## src/cpmc_pkg.sv

```systemverilog
// Purpose: shared constants and types of the cluster power mode control block
// Assumes: one clock, synchronous active-high reset
// Notes:   mode codes are internal to this block
package cpmc_pkg;

  // ----------------------------------------------------------------------
  // cluster power modes
  // ----------------------------------------------------------------------
  typedef enum logic [3:0] {
    CPMC_ON          = 4'h0,
    CPMC_OFF         = 4'h1,
    CPMC_FUNCTIONAL_RETENTION    = 4'h2,
    CPMC_SLICE_RET   = 4'h3,
    CPMC_MEMORY_RETENTION     = 4'h4,
    CPMC_EMU_OFF     = 4'h5,
    CPMC_EMU_MEMORY_RETENTION = 4'h6,
    CPMC_WARM_RST    = 4'h7,
    CPMC_DEBUG_RECOVERY_MODE   = 4'h8
  } cpmc_mode_e;

  // ----------------------------------------------------------------------
  // sequencer states
  // ----------------------------------------------------------------------
  typedef enum logic [1:0] {
    CPMC_ST_STABLE = 2'h0,
    CPMC_ST_RESET  = 2'h1,
    CPMC_ST_SETTLE = 2'h2
  } cpmc_state_e;

  // ----------------------------------------------------------------------
  // timing and reset values
  // ----------------------------------------------------------------------
  localparam int unsigned CPMC_CLK_NS        = 25;
  localparam int unsigned CPMC_RST_PULSE_NS  = 400;
  localparam int unsigned CPMC_RST_PULSE_CYC =
    (CPMC_RST_PULSE_NS + CPMC_CLK_NS - 1) / CPMC_CLK_NS;
  localparam logic [3:0]  CPMC_RESET_MODE    = 4'h1;

endpackage

```

## src/cpmc_power_mode_control.sv

```systemverilog
// Purpose: power policy unit sequencing cluster power domains and internal resets
// Assumes: mode requests from a system power controller, one per stable period
// Notes:   reset outputs are active low and in the policy unit clock domain
`timescale 1ns/10ps

module cpmc_power_mode_control #(
  parameter int unsigned NUM_CORES     = 4,
  parameter int unsigned NUM_COMPLEXES = 1,
  parameter int unsigned NUM_SLICES    = 4,
  parameter bit          HAS_VECTOR    = 1'b1
) (
  // clock and resets
  input  wire logic                     sys_clk_i,
  input  wire logic                     rst_i,
  input  wire logic                     cluster_cold_reset_n_i,
  // mode request
  input  wire logic                     mode_req_i,
  input  wire logic [3:0]               mode_target_i,
  input  wire logic                     slice_group_on_i,
  input  wire logic                     ram_half_off_i,
  input  wire logic [NUM_CORES-1:0]     core_power_on_i,
  output logic                          mode_ack_o,
  output logic [3:0]                    mode_current_o,
  output logic                          busy_o,
  // cluster domain controls
  output logic                          cluster_power_on_o,
  output logic                          cluster_func_reset_n_o,
  output logic                          cluster_debug_reset_n_o,
  output logic                          ras_reset_n_o,
  output logic                          cache_invalidate_o,
  output logic                          snoop_ram_retain_o,
  output logic                          snoop_ram_power_on_o,
  // core and complex domains
  output logic [NUM_CORES-1:0]          core_power_on_o,
  output logic [NUM_CORES-1:0]          core_reset_n_o,
  output logic [NUM_CORES-1:0]          core_bridge_power_on_o,
  output logic [NUM_COMPLEXES-1:0]      complex_power_on_o,
  output logic [NUM_COMPLEXES-1:0]      vector_unit_power_on_o,
  output logic [NUM_COMPLEXES-1:0]      vector_unit_retain_o,
  // cache slice domains
  output logic [NUM_SLICES-1:0]         slice_power_on_o,
  output logic [NUM_SLICES-1:0]         ram_a_power_on_o,
  output logic [NUM_SLICES-1:0]         ram_b_power_on_o,
  output logic [NUM_SLICES-1:0]         ram_retain_o
);

  // ----------------------------------------------------------------------
  // mode register and sequencer
  // ----------------------------------------------------------------------
  cpmc_pkg::cpmc_mode_e  mode;
  cpmc_pkg::cpmc_mode_e  prev_mode;
  cpmc_pkg::cpmc_state_e state;
  logic [7:0]            rst_cnt;
  logic                  cold;
  logic                  slice_grp;
  logic                  half_off;
  logic [NUM_CORES-1:0]  core_req;
  logic                  target_legal;
  logic                  implies_reset;

  // cold reset pin and module reset both act on the policy unit
  // the pin is taken as already synchronous; a raw pad needs a synchroniser first
  assign cold         = rst_i | ~cluster_cold_reset_n_i;
  // refused targets leave mode, options and outputs untouched
  assign target_legal = (mode_target_i <= 4'h8);
  assign mode_ack_o   = (state == cpmc_pkg::CPMC_ST_STABLE) & mode_req_i & target_legal & ~cold;
  assign busy_o       = (state != cpmc_pkg::CPMC_ST_STABLE);

  // leaving a powered-down or reset-holding mode toward a live one needs a reset
  always_comb begin
    implies_reset = 1'b0;
    if (mode_target_i == 4'h0 || mode_target_i == 4'h2 || mode_target_i == 4'h3) begin
      implies_reset = (mode == cpmc_pkg::CPMC_OFF) || (mode == cpmc_pkg::CPMC_MEMORY_RETENTION) ||
                      (mode == cpmc_pkg::CPMC_EMU_OFF) || (mode == cpmc_pkg::CPMC_EMU_MEMORY_RETENTION) ||
                      (mode == cpmc_pkg::CPMC_WARM_RST) || (mode == cpmc_pkg::CPMC_DEBUG_RECOVERY_MODE);
    end
    if (mode_target_i == 4'h7 || mode_target_i == 4'h8 || mode_target_i == 4'h5) begin
      implies_reset = 1'b1;
    end
  end

  always_ff @(posedge sys_clk_i) begin
    if (cold) begin
      mode      <= cpmc_pkg::cpmc_mode_e'(cpmc_pkg::CPMC_RESET_MODE);
      prev_mode <= cpmc_pkg::cpmc_mode_e'(cpmc_pkg::CPMC_RESET_MODE);
      state     <= cpmc_pkg::CPMC_ST_STABLE;
      rst_cnt   <= 8'h00;
    end else begin
      unique case (state)
        cpmc_pkg::CPMC_ST_STABLE: begin
          if (mode_ack_o) begin
            prev_mode <= mode;
            mode      <= cpmc_pkg::cpmc_mode_e'(mode_target_i);
            if (implies_reset) begin
              state   <= cpmc_pkg::CPMC_ST_RESET;
              rst_cnt <= 8'(cpmc_pkg::CPMC_RST_PULSE_CYC);
            end
          end
        end
        cpmc_pkg::CPMC_ST_RESET: begin
          if (rst_cnt == 8'h01) begin
            state <= cpmc_pkg::CPMC_ST_SETTLE;
          end
          rst_cnt <= rst_cnt - 8'h01;
        end
        cpmc_pkg::CPMC_ST_SETTLE: begin
          state <= cpmc_pkg::CPMC_ST_STABLE;
        end
        default: begin
          state <= cpmc_pkg::CPMC_ST_STABLE;
        end
      endcase
    end
  end

  // ----------------------------------------------------------------------
  // per-request options
  // ----------------------------------------------------------------------
  // options latch with the mode change, so later pin changes do not leak in
  always_ff @(posedge sys_clk_i) begin
    if (cold) begin
      slice_grp <= 1'b0;
      half_off  <= 1'b0;
      core_req  <= '0;
    end else if (mode_ack_o) begin
      slice_grp <= slice_group_on_i;
      half_off  <= ram_half_off_i;
      core_req  <= core_power_on_i;
    end
  end

  // ----------------------------------------------------------------------
  // domain decode
  // ----------------------------------------------------------------------
  logic logic_pwr;
  logic slice_pwr;
  logic ram_pwr;
  logic ram_ret;
  logic snp_ret;
  logic cores_pwr;
  logic func_hold;
  logic dbg_hold;
  logic in_reset;
  logic keep_ras;
  logic [NUM_SLICES-1:0] slice_en;

  assign in_reset = (state == cpmc_pkg::CPMC_ST_RESET);
  // error registers must survive entry to and exit from debug recovery alike
  assign keep_ras = (mode == cpmc_pkg::CPMC_DEBUG_RECOVERY_MODE) | (prev_mode == cpmc_pkg::CPMC_DEBUG_RECOVERY_MODE);

  always_comb begin
    logic_pwr = 1'b1;
    slice_pwr = 1'b1;
    ram_pwr   = 1'b1;
    ram_ret   = 1'b0;
    snp_ret   = 1'b0;
    cores_pwr = 1'b1;
    func_hold = 1'b0;
    dbg_hold  = 1'b0;
    unique case (mode)
      cpmc_pkg::CPMC_ON: begin
        func_hold = 1'b0;
      end
      cpmc_pkg::CPMC_OFF: begin
        logic_pwr = 1'b0;
        slice_pwr = 1'b0;
        ram_pwr   = 1'b0;
        cores_pwr = 1'b0;
        func_hold = 1'b1;
        dbg_hold  = 1'b1;
      end
      cpmc_pkg::CPMC_FUNCTIONAL_RETENTION: begin
        ram_ret = 1'b1;
        snp_ret = 1'b1;
      end
      cpmc_pkg::CPMC_SLICE_RET: begin
        slice_pwr = 1'b0;
        ram_ret   = 1'b1;
        snp_ret   = 1'b1;
      end
      cpmc_pkg::CPMC_MEMORY_RETENTION: begin
        logic_pwr = 1'b0;
        slice_pwr = 1'b0;
        cores_pwr = 1'b0;
        ram_ret   = 1'b1;
        func_hold = 1'b1;
        dbg_hold  = 1'b1;
      end
      cpmc_pkg::CPMC_EMU_OFF: begin
        func_hold = 1'b1;
      end
      cpmc_pkg::CPMC_EMU_MEMORY_RETENTION: begin
        func_hold = 1'b1;
        ram_ret   = 1'b1;
      end
      cpmc_pkg::CPMC_WARM_RST: begin
        func_hold = 1'b1;
      end
      cpmc_pkg::CPMC_DEBUG_RECOVERY_MODE: begin
        func_hold = 1'b0;
      end
      default: begin
        func_hold = 1'b1;
      end
    endcase
  end

  // ----------------------------------------------------------------------
  // registered outputs, all launched on the policy unit clock
  // ----------------------------------------------------------------------
  // registering avoids decode glitches on reset lines that cross domains
  always_ff @(posedge sys_clk_i) begin
    if (cold) begin
      mode_current_o          <= cpmc_pkg::CPMC_RESET_MODE;
      cluster_power_on_o      <= 1'b0;
      cluster_func_reset_n_o  <= 1'b0;
      cluster_debug_reset_n_o <= 1'b0;
      ras_reset_n_o           <= 1'b0;
      cache_invalidate_o      <= 1'b0;
      snoop_ram_retain_o      <= 1'b0;
      snoop_ram_power_on_o    <= 1'b0;
    end else begin
      mode_current_o          <= mode;
      cluster_power_on_o      <= logic_pwr;
      cluster_func_reset_n_o  <= ~(func_hold | in_reset);
      cluster_debug_reset_n_o <= ~(dbg_hold | (in_reset & (mode == cpmc_pkg::CPMC_ON)));
      ras_reset_n_o           <= ~(dbg_hold | (in_reset & ~keep_ras));
      cache_invalidate_o      <= in_reset & (mode == cpmc_pkg::CPMC_ON) &
                                 (prev_mode != cpmc_pkg::CPMC_DEBUG_RECOVERY_MODE) &
                                 (prev_mode != cpmc_pkg::CPMC_MEMORY_RETENTION) &
                                 (prev_mode != cpmc_pkg::CPMC_EMU_MEMORY_RETENTION);
      snoop_ram_retain_o      <= snp_ret;
      snoop_ram_power_on_o    <= logic_pwr;
    end
  end

  // ----------------------------------------------------------------------
  // core and complex domains
  // ----------------------------------------------------------------------
  // vector retention stays off: no retention request reaches this block
  always_ff @(posedge sys_clk_i) begin
    if (cold) begin
      core_power_on_o        <= '0;
      core_reset_n_o         <= '0;
      core_bridge_power_on_o <= '0;
      complex_power_on_o     <= '0;
      vector_unit_power_on_o <= '0;
      vector_unit_retain_o   <= '0;
    end else begin
      core_power_on_o        <= core_req & {NUM_CORES{cores_pwr}};
      core_reset_n_o         <= core_req & {NUM_CORES{cores_pwr & ~func_hold & ~in_reset}};
      // cluster half of each bridge follows both core and cluster power
      core_bridge_power_on_o <= core_req & {NUM_CORES{cores_pwr & logic_pwr}};
      complex_power_on_o     <= {NUM_COMPLEXES{cores_pwr}};
      vector_unit_power_on_o <= {NUM_COMPLEXES{cores_pwr & HAS_VECTOR}};
      vector_unit_retain_o   <= {NUM_COMPLEXES{1'b0}};
    end
  end

  // ----------------------------------------------------------------------
  // cache slices
  // ----------------------------------------------------------------------
  // slice 0 alone or the whole group beyond two slices; no finer steps exist
  always_comb begin
    for (int i = 0; i < NUM_SLICES; i++) begin
      slice_en[i] = (i == 0) || (NUM_SLICES <= 2) || slice_grp;
    end
  end

  // registered so slice power gates never see decode glitches
  always_ff @(posedge sys_clk_i) begin
    if (cold) begin
      slice_power_on_o <= '0;
      ram_a_power_on_o <= '0;
      ram_b_power_on_o <= '0;
      ram_retain_o     <= '0;
    end else begin
      slice_power_on_o <= slice_en & {NUM_SLICES{slice_pwr}};
      ram_a_power_on_o <= slice_en & {NUM_SLICES{ram_pwr}};
      ram_b_power_on_o <= slice_en & {NUM_SLICES{ram_pwr & ~half_off}};
      ram_retain_o     <= slice_en & {NUM_SLICES{ram_ret}};
    end
  end

endmodule

```

## config.mk

```make
export PLATFORM = sky130hd
export DESIGN_NAME = cpmc_power_mode_control
export DESIGN_NICKNAME = d
export VERILOG_FILES = /design/src/cpmc_pkg.sv /design/src/cpmc_power_mode_control.sv
export SDC_FILE = /design/constraint.sdc
export NUM_CORES = 1
export LEC_CHECK = 0
export BUFFER_PORTS_ARGS = -buffer_cell sky130_fd_sc_hd__clkbuf_2
export CAP_MARGIN = 20
export CORE_MARGIN = 3
export CORE_UTILIZATION = 55
export DETAILED_ROUTE_END_ITERATION = 16
export MAX_ROUTING_LAYER = met4
export PLACE_DENSITY_LB_ADDON = 0.05
export SLEW_MARGIN = 20
export SYNTH_ARGS = -nofsm -noshare
export SYNTH_HDL_FRONTEND = slang
export SYNTH_SLANG_ARGS = --single-unit
```

## constraint.sdc

```tcl
create_clock -name sys_clk_i -period 3.7 [get_ports sys_clk_i]
set_input_delay 0.555 -clock sys_clk_i [delete_from_list [all_inputs] [get_ports sys_clk_i]]
set_output_delay 0.555 -clock sys_clk_i [all_outputs]
set_load 0.03 [all_outputs]
```

==> run metrics <==
Avg WL per Cell=12.2 um; top_reg_cell synth=dfxtp_1; Resized cells post-CTS=0; Boundary Pins=58; TritonCTS clock tree=done; # hold bufs at CTS=0; effective utilization at floorplan=0.593; Die X=67.2 um; initial antenna violation count=0; area delta synth->final=14.5%; flops & latches, synth=50; Die Span Y=67.2 um; cts bufs inserted=5; commonest non-fill, non-tap cell in the layout=clkbuf_2; cell count after synthesis=223; Critical Path Max Stage Delay=0.45 ns; WL final=3800 um; final worst-path setup slack=0.882 ns; H-Tree Level Count=2; initial detailed-routing violation count=75; Core Footprint=3470 um2; clock latency on the worst-skew pair=0.29 ns; slowest CP cell=and2_1; worst path bufs/invs=3; measured slew at the worst slew-check pin=0.738 ns; Final Hold Violating Endpoints=0; hpwl dp=2830 um; Leak=1.05 nW; Top delay family on crit path=simple AND/OR/NAND/NOR gates; TNS Setup=0 ns; count of input and output buffers=56; pre-CTS WS=0.865 ns; pin count of the biggest net entering global routing=20; GR Overflow Total=0; Max VDD drop=0.306 mV; setup violators final=0; first-pass GRT wire length=6430 um; worst path cell trace=clkbuf_2 -> o31a_1 -> nor2b_1 -> and2_1 -> nand2_1 -> inv_1 -> clkbuf_2; post-route ant nets=0; Yosys cell types=43; CP Max Fanout=12; routability congestion estimate=0.827; Worst Setup End Kind=output port; Seq/Total Area, Yosys=0.486; Worst Path Required=3.14 ns; crit share post-route=0.762; most area-consuming cells after synthesis=dfxtp_1, buf_4, nand2_1; syn_nets=239; Clock Tree Root=clkbuf_8; clk sinks=50; postcts setup bufs=0; Max Cap Viol=0; Post-synth EDFFs=0; Reg clk slew, reported paths=0.08 ns; Hold Crit Class=flop to flop; outcome=completed; vias post-DR=1,596; Synth async-reset ratio=0; CTS Buffer Depth=2; n_diodes=0; Synth Cell Area=2060 um2; area leader, netlist=dfxtp_1; Synth Warn #=0; DR DRC count=0; Fmax=355 MHz; RSZ-0062 raised after global routing=false; leading cell types in the layout, fill and taps excluded=clkbuf_2, dfxtp_1, nand2_1, a21oi_1, and2_1; Detailed Routing Iterations Pass 1=4; global-route usage over all layers=0.195; Mapped Avg Cell Area=9.23 um2; row count=21; most frequent CP cell=clkbuf_2; fillers=304; layout cells sized above 1=0.279; final net count=280; top cell type's share of synthesized area=0.486; CP startpoint kind=input pin; DIE AREA=4510 um2; Worst slew margin=0.508; vias in the first global route=1,445; Period minus WS final=2.82 ns; Worst Setup Path Type=input pin to output port; Arr. time, crit path=2.26 ns; Final Max Slew Viols=0; PD cells=422 nW/um2; Layout Skew=0.00773 ns; Vias/cell=5.13
registers in the layout, summed over array words and instances, names as in the netlist:
name	count
prev_mode	4
cluster_debug_reset_n_o	1
core_bridge_power_on_o	4
half_off	1
state	2
ram_retain_o	2
rst_cnt	8
slice_power_on_o	2
vector_unit_power_on_o	1
cluster_func_reset_n_o	1
ram_a_power_on_o	2
snoop_ram_retain_o	1
mode	4
cache_invalidate_o	1
slice_grp	1
core_reset_n_o	4
core_req	4
mode_current_o	4
ras_reset_n_o	1
ram_b_power_on_o	2
report_power, final:
group / internal (mW) / switching (mW)
Sequential: 0.546 / 0.00621
Clock: 0.202 / 0.167
Combinational: 0.0263 / 0.0496
cell families (layout without fill, tap and decap cells):
group | count (synthesis) | in the layout | share of synthesized area
flip-flops | 50 | 50 | 0.486
buffers and inverters | 32 | 74 | 0.0924
multiplexers | 5 | 5 | 0.0261
AND/OR/NAND/NOR | 87 | 87 | 0.229
AO/OA/AOI/OAI | 45 | 45 | 0.148
adder cells (fa/ha/maj) | 2 | 2 | 0.0122
XOR/XNOR | 1 | 1 | 0.00426
other | 1 | 1 | 0.00182
stage by stage:
stage                     utilization  cell area [um2]  total power [mW]  hold slack [ns]  instances
after floorplan                     -             2060             0.620            0.414        223
after global placement          0.648             2250             0.640            0.428        303
after detailed placement        0.648             2250             0.641            0.433        303
after CTS                       0.680             2360              1.01            0.445        311
after global routing            0.680             2360              1.04            0.474        311
final                           0.680             2360             0.996            0.442        311
path summary, 6_finish.rpt:
| check | startpoint | endpoint | slack, ns | depth (start not counted) |
|---|---|---|---|---|
| setup / recovery | mode_target_i[0] | mode_ack_o | 0.88 | 7 |
| hold / removal | half_off$_SDFFE_PP0P_ | ram_b_power_on_o[0]$_SDFF_PP0_ | 0.44 | 1 |
| setup reg to reg | mode[3]$_SDFFE_PP0P_ | rst_cnt[1]$_SDFFE_PP0P_ | 1.79 | 5 |
| hold reg to reg | half_off$_SDFFE_PP0P_ | ram_b_power_on_o[0]$_SDFF_PP0_ | 0.44 | 1 |
final cells by class:
| type | count | area, um2 | share of cell area |
|---|---|---|---|
| sequential | 50 | 1000 | 0.425 |
| clock inverter | 2 | 37.5 | 0.0159 |
| tap | 46 | 57.6 | 0.0244 |
| inverter | 9 | 33.8 | 0.0143 |
| timing repair buffer | 57 | 288 | 0.122 |
| clock buffer | 6 | 72.6 | 0.0308 |
| multi-input combinational | 141 | 867 | 0.368 |
cells in the mapped netlist (2+ instances only):
master / n
dfxtp_1: 50
nand2_1: 29
buf_4: 16
a21oi_1: 14
and2_1: 13
nor2_1: 10
inv_1: 9
nor3_1: 6
nor2b_1: 5
clkbuf_1: 4
nand3_1: 4
nor4b_1: 4
a211oi_1: 3
a21o_1: 3
and3_1: 3
mux2_2: 3
o2111ai_1: 3
o211ai_1: 3
o21a_1: 3
o21ai_0: 3
o21ai_1: 3
a21oi_2: 2
a31oi_1: 2
ha_1: 2
mux2i_1: 2
nand2b_1: 2
nor4_1: 2
o211a_1: 2
o31a_1: 2
or3_1: 2
or4_4: 2
worst reg2reg max path, delay by kind of cell (launching register included):
kind / cells / cell delay, ns
flip-flops: 1 / 0.51
AND/OR/NAND/NOR: 2 / 0.67
AO/OA/AOI/OAI: 3 / 0.61
per-layer routing:
layer  GRT usage  part of all wire  vias up
li1            -                 -      838
met1       0.231              0.45      700
met2       0.321              0.46       53
met5           -                 0        -
met4      0.0759             0.017        0
met3      0.0449             0.073        5
(Power assumes the default switching activity.)
